$ cat src/shared/rxil_pkg.sv
package rxil_pkg;

  // Register offsets on the register port
  localparam logic [7:0] OFS_STICKY = 8'h05;
  localparam logic [7:0] OFS_MULT = 8'h06;
  localparam logic [7:0] OFS_LOCK = 8'h07;

  localparam int N_ALARM = 7;

  // Alarm bit positions in the sticky register
  localparam int BIT_REFCLK_ABSENT = 6;
  localparam int BIT_SIGNAL_ABSENT = 5;
  localparam int BIT_UNLOCKED = 4;
  localparam int BIT_BUFFER_FAULT = 3;
  localparam int BIT_PATTERN_MISMATCH = 2;
  localparam int BIT_PATTERN_SYNC = 1;
  localparam int BIT_SIGNAL_QUALITY = 0;

  // Clock multiplier setup fields
  localparam int MULT_BW_LSB = 4;
  localparam int MULT_BW_MSB = 7;
  localparam int MULT_KEEP_MSB = 2;

  // Lock behaviour setup fields
  localparam int LOCK_UNLOCK_ON_SA = 6;
  localparam int LOCK_REFHOLD_ON_SA = 5;
  localparam int LOCK_KEEP_DATA = 4;
  localparam int LOCK_MODE_OVERRIDE = 3;
  localparam int LOCK_DETECT_BASIS = 2;
  localparam int LOCK_REFHOLD = 1;
  localparam int LOCK_REF_PRESENT = 0;

  // Values after reset
  localparam logic [6:0] RST_STICKY = 7'h00;
  localparam logic [3:0] BW_380K = 4'h4;
  localparam logic [3:0] RST_MULT_BW = BW_380K;
  localparam logic [2:0] RST_MULT_KEEP = 3'h0;
  localparam logic [6:0] RST_LOCK = 7'h00;
  localparam logic [7:0] RST_RDATA = 8'h00;

  // Alarm levels, bit 6 down to bit 0 as in the sticky register
  typedef struct packed {
    logic refclk_absent_alarm;
    logic signal_absent_alarm;
    logic unlocked_alarm;
    logic rx_buffer_fault;
    logic pattern_mismatch_alarm;
    logic pattern_sync_dropped;
    logic signal_quality_alarm;
  } rxil_alarm_t;

  // Receive clock recovery controls
  typedef struct packed {
    logic refhold_active;
    logic cdr_track_ref;
    logic cdr_keep_data;
    logic refclk_use;
    logic unlock_basis_quality;
  } rxil_rx_ctrl_t;

endpackage

$ cat src/core/rxil_regs.sv
`timescale 1ns/1ps
// Summary of operation
// - Each of the seven alarms sets its sticky bit (6 refclk .. 0 quality) and it holds.
// - The interrupt rises only for a set sticky bit, with the gate at 1 and the bit unmasked.
// - Writing 0 to a sticky bit clears it and removes its interrupt share.
// - Turning the global interrupt gate off clears all pending sticky bits.
// - Bits 7:4 of multiplier setup pick the bandwidth; only 0100 (380 kHz, default) is valid; the code takes and reads back any value written.
// - With bit 6 of lock setup at 1, signal loss forces the unlock indication.
// - With bit 5 at 1, signal loss forces lock to reference.
// - During lock to reference, bit 4 at 0 tracks the reference (only with bit 0 at 1), at 1 keeps chasing data.
// - Bit 3 at 0 takes the detect basis from the multiplier mode and shows it in bit 2.
// - Detect basis 0 uses frequency difference, 1 uses the signal quality monitor.
// - Bit 1 at 1 holds clock recovery locked to the reference clock.
// - Bit 0 at 0 means the reference clock is not used for reception.
// - A mask bit at 1 hides its alarm from the interrupt, at 0 passes it.
// - The global gate at 1 allows interrupts and at 0 blocks them all.
module rxil_regs
  import rxil_pkg::*;
(
  // Clock and reset
  input wire logic REF_CLK,
  input wire logic RST,
  // Register port
  input wire logic REG_WR,
  input wire logic [7:0] REG_ADDR,
  input wire logic [7:0] REG_WDATA,
  output logic [7:0] REG_RDATA,
  // Alarm detectors and interrupt control
  input rxil_alarm_t ALARM_IN,
  input wire logic GLOBAL_IRQ_GATE,
  input wire logic [6:0] IRQ_MASK,
  input wire logic MULTIPLIER_QUALITY_MODE,
  // Results
  output logic IRQ,
  output logic [3:0] MULT_BW_SEL,
  output logic UNLOCKED_ALARM,
  output rxil_rx_ctrl_t RX_CTRL
);

  function automatic logic hits(input logic [7:0] addr, input logic [7:0] ofs);
    hits = (addr == ofs);
  endfunction

  logic [6:0] sticky_ff;
  logic [2:0] mult_keep_ff;
  logic [6:0] lock_ff;
  logic gate_ff;
  logic [6:0] eff_alarm;
  logic [6:0] clr_vec;
  logic [6:0] nxt_sticky;
  logic wr_sticky;
  logic wr_mult;
  logic wr_lock;
  logic gate_fall;
  logic basis;
  logic raw_unlock;
  logic nxt_unlocked;
  logic refhold_act;
  logic nxt_irq;
  logic [7:0] nxt_rdata;
  rxil_rx_ctrl_t nxt_ctrl;

  assign wr_sticky = REG_WR && hits(REG_ADDR, OFS_STICKY);
  assign wr_mult = REG_WR && hits(REG_ADDR, OFS_MULT);
  assign wr_lock = REG_WR && hits(REG_ADDR, OFS_LOCK);
  assign gate_fall = gate_ff && !GLOBAL_IRQ_GATE;

  // Lock-loss alarm source is the forced unlock indication
  always_comb begin
    eff_alarm = ALARM_IN;
    eff_alarm[BIT_UNLOCKED] = UNLOCKED_ALARM;
  end

  assign clr_vec = wr_sticky ? (~REG_WDATA[6:0] & ~eff_alarm) : 7'h00;

  // Sticky bits, set beats clear
  genvar gi;
  generate
    for (gi = 0; gi < N_ALARM; gi++) begin : g_sticky
      always_comb begin
        if (eff_alarm[gi]) begin
          nxt_sticky[gi] = 1'b1;
        // clear by write or gate off
        end else if ((wr_sticky && !REG_WDATA[gi]) || gate_fall) begin
          nxt_sticky[gi] = 1'b0;
        end else begin
          nxt_sticky[gi] = sticky_ff[gi];
        end
      end
    end
  endgenerate

  always_ff @(posedge REF_CLK or posedge RST) begin
    if (RST) begin
      sticky_ff <= RST_STICKY;
    end else begin
      sticky_ff <= nxt_sticky;
    end
  end

  always_ff @(posedge REF_CLK or posedge RST) begin
    if (RST) begin
      gate_ff <= 1'b0;
    end else begin
      gate_ff <= GLOBAL_IRQ_GATE;
    end
  end

  assign nxt_irq = GLOBAL_IRQ_GATE && (|(sticky_ff & ~IRQ_MASK));

  always_ff @(posedge REF_CLK or posedge RST) begin
    if (RST) begin
      IRQ <= 1'b0;
    end else begin
      IRQ <= nxt_irq;
    end
  end

  always_ff @(posedge REF_CLK or posedge RST) begin
    if (RST) begin
      MULT_BW_SEL <= RST_MULT_BW;
      mult_keep_ff <= RST_MULT_KEEP;
    end else if (wr_mult) begin
      MULT_BW_SEL <= REG_WDATA[MULT_BW_MSB:MULT_BW_LSB];
      mult_keep_ff <= REG_WDATA[MULT_KEEP_MSB:0];
    end
  end

  always_ff @(posedge REF_CLK or posedge RST) begin
    if (RST) begin
      lock_ff <= RST_LOCK;
    end else if (wr_lock) begin
      lock_ff <= REG_WDATA[6:0];
    end
  end

  assign basis = lock_ff[LOCK_MODE_OVERRIDE] ? lock_ff[LOCK_DETECT_BASIS]
                                             : MULTIPLIER_QUALITY_MODE;
  assign raw_unlock = basis ? ALARM_IN.signal_quality_alarm : ALARM_IN.unlocked_alarm;
  assign nxt_unlocked = raw_unlock ||
                        (lock_ff[LOCK_UNLOCK_ON_SA] && ALARM_IN.signal_absent_alarm);

  always_ff @(posedge REF_CLK or posedge RST) begin
    if (RST) begin
      UNLOCKED_ALARM <= 1'b0;
    end else begin
      UNLOCKED_ALARM <= nxt_unlocked;
    end
  end

  assign refhold_act = lock_ff[LOCK_REFHOLD] ||
                       (lock_ff[LOCK_REFHOLD_ON_SA] && ALARM_IN.signal_absent_alarm);

  always_comb begin
    nxt_ctrl.refhold_active = refhold_act;
    nxt_ctrl.cdr_track_ref = refhold_act && !lock_ff[LOCK_KEEP_DATA] &&
                             lock_ff[LOCK_REF_PRESENT];
    nxt_ctrl.cdr_keep_data = refhold_act && lock_ff[LOCK_KEEP_DATA];
    nxt_ctrl.refclk_use = lock_ff[LOCK_REF_PRESENT];
    nxt_ctrl.unlock_basis_quality = basis;
  end

  always_ff @(posedge REF_CLK or posedge RST) begin
    if (RST) begin
      RX_CTRL <= '0;
    end else begin
      RX_CTRL <= nxt_ctrl;
    end
  end

  always_comb begin
    if (hits(REG_ADDR, OFS_STICKY)) begin
      nxt_rdata = {1'b0, sticky_ff};
    end else if (hits(REG_ADDR, OFS_MULT)) begin
      nxt_rdata = {MULT_BW_SEL, 1'b0, mult_keep_ff};
    end else if (hits(REG_ADDR, OFS_LOCK)) begin
      nxt_rdata = {1'b0, lock_ff[6:3], basis, lock_ff[1:0]};
    end else begin
      nxt_rdata = RST_RDATA;
    end
  end

  always_ff @(posedge REF_CLK or posedge RST) begin
    if (RST) begin
      REG_RDATA <= RST_RDATA;
    end else begin
      REG_RDATA <= nxt_rdata;
    end
  end
endmodule

$ cat config.mk
export PLATFORM = sky130hd
export DESIGN_NAME = rxil_regs
export DESIGN_NICKNAME = d
export VERILOG_FILES = /design/src/shared/rxil_pkg.sv /design/src/core/rxil_regs.sv
export SDC_FILE = /design/constraint.sdc
export NUM_CORES = 1
export LEC_CHECK = 0
export BUFFER_PORTS_ARGS = -buffer_cell sky130_fd_sc_hd__buf_2
export CORE_ASPECT_RATIO = 0.7
export CORE_MARGIN = 1
export CORE_UTILIZATION = 54
export CTS_CLUSTER_DIAMETER = 200
export CTS_CLUSTER_SIZE = 16
export DETAILED_ROUTE_END_ITERATION = 7
export GPL_ROUTABILITY_DRIVEN = 0
export PLACE_DENSITY = 0.83
export SLEW_MARGIN = 20
export SYNTH_ARGS = -nofsm -noshare
export SYNTH_HDL_FRONTEND = slang
export SYNTH_SLANG_ARGS = --single-unit
$ cat constraint.sdc
create_clock -name REF_CLK -period 1.8 [get_ports REF_CLK]
set_input_delay 0.18 -clock REF_CLK [delete_from_list [all_inputs] [get_ports REF_CLK]]
set_output_delay 0.18 -clock REF_CLK [all_outputs]
set_load 0.005 [all_outputs]
==> results of run 1 <==
-- power groups by stage --
| stage | combinational [mW] | sequential (mW) | clock, mW |
|---|---|---|---|
| 2_1_floorplan | 0.104 | 0.901 | 0 |
| 3_3_place_gp | 0.184 | 0.905 | 0 |
| 3_5_place_dp | 0.191 | 0.908 | 0 |
| 4_1_cts | 0.194 | 0.892 | 0.559 |
| 5_1_grt | 0.210 | 0.896 | 0.608 |
| 6_report | 0.193 | 0.893 | 0.553 |
-- final timing paths --
kind | depth (start not counted) | endpoint | slack [ps]
max | 4 | mult_keep_ff[1]$_DFFE_PP0P_ | 250
min | 1 | gate_ff$_DFF_PP0_ | 20
max reg2reg | 3 | UNLOCKED_ALARM$_DFF_PP0_ | 620
min reg2reg | 0 | RX_CTRL[1]$_DFF_PP0_ | 440
max in group asynchronous | 4 | MULT_BW_SEL[2]$_DFFE_PP1P_ | 920
min in group asynchronous | 4 | RX_CTRL[4]$_DFF_PP0_ | 530
-- per-layer routing --
metal  global-route usage, %  wire length (um)  up-vias
met2                    39.3              1760       63
met4                    12.6                82        0
li1                        -                 -      592
met3                    5.99               310       10
met1                    32.9              1660      626
met5                       0                 0        -
-- cell type report --
class,instances,share of cell area (%)
timing repair buffer,59,14.8
multi-input combinational,78,33.7
inverter,10,1.77
sequential,37,43.8
tap,36,2.13
clock inverter,2,0.473
clock buffer,6,3.43
-- kinds of logic after synthesis --
group,after synthesis,share of synthesized area [%]
AOI/OAI and AO/OA,18,8.16
buffers and inverters,17,4.66
DFF,37,54.0
muxes,22,17.3
and+or+nand+nor,38,15.8
-- state kept, by name, summed over array words and instances (netlist names) --
name / count
IRQ: 1
MULT_BW_SEL: 4
lock_ff: 7
mult_keep_ff: 3
RX_CTRL: 5
UNLOCKED_ALARM: 1
REG_RDATA: 8
gate_ff: 1
sticky_ff: 7
-- per-stage QoR --
step | instances | utilization [%]
after floorplan | 132 | -
after global placement | 219 | 69.8
after detailed placement | 219 | 69.8
after CTS | 228 | 73.0
after global routing | 228 | 73.0
final | 228 | 73.0
-- cell usage in the layout (no fill, tap or decap), drive strengths merged, types with 3 or more instances in the layout --
cell type  netlist  routed
buf              3      58
clkbuf           4       6
mux2            20      20
inv             10      10
nand2            4       4
or3              7       7
a31o             7       7
nor2             5       5
nand2b           3       3
a22oi            5       5
or4bb            7       7
dfrtp           36      36
-- critical path, delay by kind of cell --
| family | cells | cell delay, ps |
|---|---|---|
| and+or+nand+nor | 2 | 1120 |
| muxes | 1 | 340 |
| buffers and inverters | 1 | 90 |
==> flow_summary.ini, run 1 <==
[timing]
fin_crit_ps = 1550
fmax_mhz = 644
min_period_over_period_pct = 86.3
worst_clock_skew_ps = 0.977
rsz0062_at_grt = false
whs_ps = 19.9
worstMarginPinSlew_ps = 459
relSlewSlack_pct = 69.3
fin_setup_tns_ps = 0
setup_viol = 0
finalHoldViolCount = 0
setup_ws_ps = 246
drv_slew = 0

[die]
die_x_um = 69.4
rows = 16
die_area_um2 = 3410
die_y_um = 49.2
core_area_um2 = 2900
io_pins = 54
initial_core_util_pct = 59.1

[global_routing]
grt_use_total_pct = 25.1
grt_pass1_vias = 1315
grt_max_degree = 38
grt-ovfl-total = 0
antenna_found_initial = 0
grt_pass1_wl_um = 6290

[clock_network]
h-tree-depth = 2
root_buffer = clkbuf_8
hold_buffers = 1
ctsResizeCount = 0
cts_buffers = 5
cts_tree = built
clock_sinks = 37
cts_max_path_buffers = 2
insertion_delay_ps = 290
post_cts_buffers = 0
clkSlewWorstSetupHoldPaths_ps = 70

[worst_hold_path]
min-delay-start = GLOBAL_IRQ_GATE
hold_path.class = input pin to register

[place]
dp_hpwl_um = 2820
dpl_cell_area_um2 = 2030
dp_slack_ps = -60.6
port-buffer-count = 53

[yosys]
syn_avg_cell_area_um2 = 13.0
ys_seq_elements = 37
yosysSeqAreaShare_pct = 54.0
synth_common_cells = dfrtp_1, mux2_4, inv_1, or4bb_1
synth.distinct_cells = 31
yosysMostFrequentCell = dfrtp_1
synth_top_area_share_pct = 52.5
yosysTopAreaCell = dfrtp_1
ys_top_cells_by_area = dfrtp_1, mux2_4, or4bb_1
synthFlopType = dfrtp_1
syn_inst = 132
synth_edf_count = 0
yosysWarnings = 0
syn_area_um2 = 1720
syn-num-nets = 167
async_flop_share_pct = 100

[setup_path]
r2r-start = lock_ff[3]$_DFFE_PP0P_
cp_data_arrival_time_ps = 1730
critPathSlowestCell = or4b_4
path_cells = buf_2, or4b_4, or4_4, mux2_4
end_kind = register
worstPathRequired_ps = 1980
cp_max_fo = 7
startpoint = REG_ADDR[5]
crit_path_max_incr_delay_ps = 570
path_class = input pin to register
start_kind = input pin

[power]
power.density_nw_per_um2 = 774
p_total_mw = 1.64
p_seq_share_pct = 54.5
clkPwrFrac_pct = 33.7
p_switching_mw = 0.401
intPower_mw = 1.24
p_sw_share_pct = 24.5
ir_drop_mv = 0.531
p_leak_nw = 1.13
comb_power_share_pct = 11.8

[cells_and_area]
diodes = 0
syn2layout_area_growth_pct = 23.4
regArea_um2 = 927
multi_input_comb_area_um2 = 713
fillCellCount = 208
layout.nets = 226
fin_area_um2 = 2120
drive_gt1_share_pct = 53.1

[route]
drt-initial-drc-count = 94
drc = 0
vias_per_cell = 5.66
ant_nets = 0
drtPass1Iterations = 4
routedWlPerCell_um = 16.7
drt-total-wl_um = 3810
vias = 1291

[run_status]
status = finished clean

[job]
drv_cap = 0
Power figures use the tool's default switching activity.
==> inputs of run 2 (changes only) <==
Settings changed: CELL_PAD_IN_SITES_DETAIL_PLACEMENT set to 1, CELL_PAD_IN_SITES_GLOBAL_PLACEMENT set to 1, CORE_UTILIZATION 54 to 39, PLACE_DENSITY 0.83 to 0.77.
Clock period 1.8 ns to 1.5 ns, I/O delays scaled along.
==> flow_summary.ini, run 2 (synthesis results as in run 1) <==
[run_status]
status = finished, violations left
violations = negative hold slack

[cells_and_area]
largest_register_ffs = 8
reg.largest.list = REG_RDATA x8, lock_ff x7, sticky_ff x7
final_common_cell = buf_2
fillCellCount = 442
layout.nets = 233
diodes = 0
final_cell_mix = buf_2, dfrtp_1, mux2_4
syn2layout_area_growth_pct = 29.1
utilization_pct = 54.5
top_register = REG_RDATA
drive_gt1_share_pct = 55.3

[route]
routedWlPerCell_um = 18.0
ant_nets = 0
drtPass1Iterations = 4
vias = 1328
drt-initial-drc-count = 48
vias_per_cell = 5.29
drc = 0
drt-total-wl_um = 4510

[power]
power.density_nw_per_um2 = 941
ir_drop_mv = 0.494
p_leak_nw = 1.17
p_total_mw = 2.08

[place]
dp_hpwl_um = 3440
port-buffer-count = 53

[setup_path]
path_cells = buf_6, or4b_4, or4_4, mux2_4
cp.buffers_inverters = 1
path_class = input pin to register
crit_path_max_incr_delay_ps = 540
critPathSlowestCell = or4b_4
cp_data_arrival_time_ps = 1670
start_kind = input pin
worstPathRequired_ps = 1670
cp_top_family = simple AND/OR/NAND/NOR gates
cp_max_fo = 7
end_kind = register

[global_routing]
grt_pass1_wl_um = 7400
grt_pass1_vias = 1496
grt_max_degree = 38
grt_use_total_pct = 22.1
grt_use_met2_pct = 36.7
busiest_layer = met2
grt-ovfl-total = 0
met3_usage_pct = 4.96
grt.met1_usage_pct = 28.5
antenna_found_initial = 0

[timing]
finalHoldViolCount = 10
setup_viol = 0
worst_clock_skew_ps = 6.40
relSlewSlack_pct = 66.3
drv_slew = 0
min_period_over_period_pct = 99.7
fin_crit_ps = 1500
worstMarginPinSlew_ps = 504
whs_ps = -7.97
fmax_mhz = 669
fin_setup_tns_ps = 0

[clock_network]
cts_buffers = 5
cts_max_path_buffers = 2
insertion_delay_ps = 290
h-tree-depth = 2
clock_sinks = 37
cts_tree = built
clkSlewWorstSetupHoldPaths_ps = 70
post_cts_buffers = 0
root_buffer = clkbuf_8

[die]
die_y_um = 57.5
core_area_um2 = 4070
initial_core_util_pct = 42.2
die_area_um2 = 4680
io_pins = 54
rows = 19
die_x_um = 81.3

[job]
drv_cap = 0

[worst_hold_path]
hold_path.class = input pin to asynchronous set/reset pin
run 2: per-stage QoR:
step	setup slack (ps)	instance area, um^2	std cells
floorplan	-273	1730	132
global placement	-265	2100	242
detailed placement	-299	2100	242
CTS	11.3	2210	251
global route	-8.57	2220	251
finish	4.22	2220	251
run 2: path summary, 6_finish.rpt:
path | from | end | slack, ps | depth (start not counted)
worst max-delay path | REG_ADDR[5] | MULT_BW_SEL[1]$_DFFE_PP0P_ | 4 | 4
worst min-delay path | RST | RX_CTRL[4]$_DFF_PP0_ | -8 | 3
worst max register to register | lock_ff[3]$_DFFE_PP0P_ | UNLOCKED_ALARM$_DFF_PP0_ | 370 | 3
worst min register to register | lock_ff[0]$_DFFE_PP0P_ | RX_CTRL[1]$_DFF_PP0_ | 440 | 0
max in group asynchronous | RST | MULT_BW_SEL[2]$_DFFE_PP1P_ | 1160 | 3
min in group REF_CLK | ALARM_IN[3] | sticky_ff[3]$_DFFE_PP0P_ | 50 | 2
run 2: power breakdown:
part           switching, mW  internal (mW)
sequential            0.0309           1.04
combinational          0.118          0.137
clock                  0.344          0.415
run 2: routing by layer:
| metal | up-vias | wire length (um) |
|---|---|---|
| li1 | 606 | - |
| met1 | 679 | 2060 |
| met2 | 38 | 2240 |
| met3 | 5 | 168 |
| met4 | 0 | 46 |
| met5 | - | 0 |
run 2: final cells by class:
cell class	instances	area (um^2)	area share, %
inverter	10	37.5	1.69
clock inverter	1	5.00	0.226
multi-input combinational	78	713	32.2
tap	52	65.1	2.94
sequential	37	927	41.8
clock buffer	7	96.3	4.35
timing repair buffer	66	372	16.8
run 2: worst min-delay path, delay by kind of cell:
kind | cells | cell delay, ps
buffers and inverters | 3 | 570
run 2: repair_timing:
action	in CTS	in global routing
hold buffers	1	0
gates resized for setup	0	1
endpoints found under the hold margin	1	0
endpoints found under the setup margin	0	2
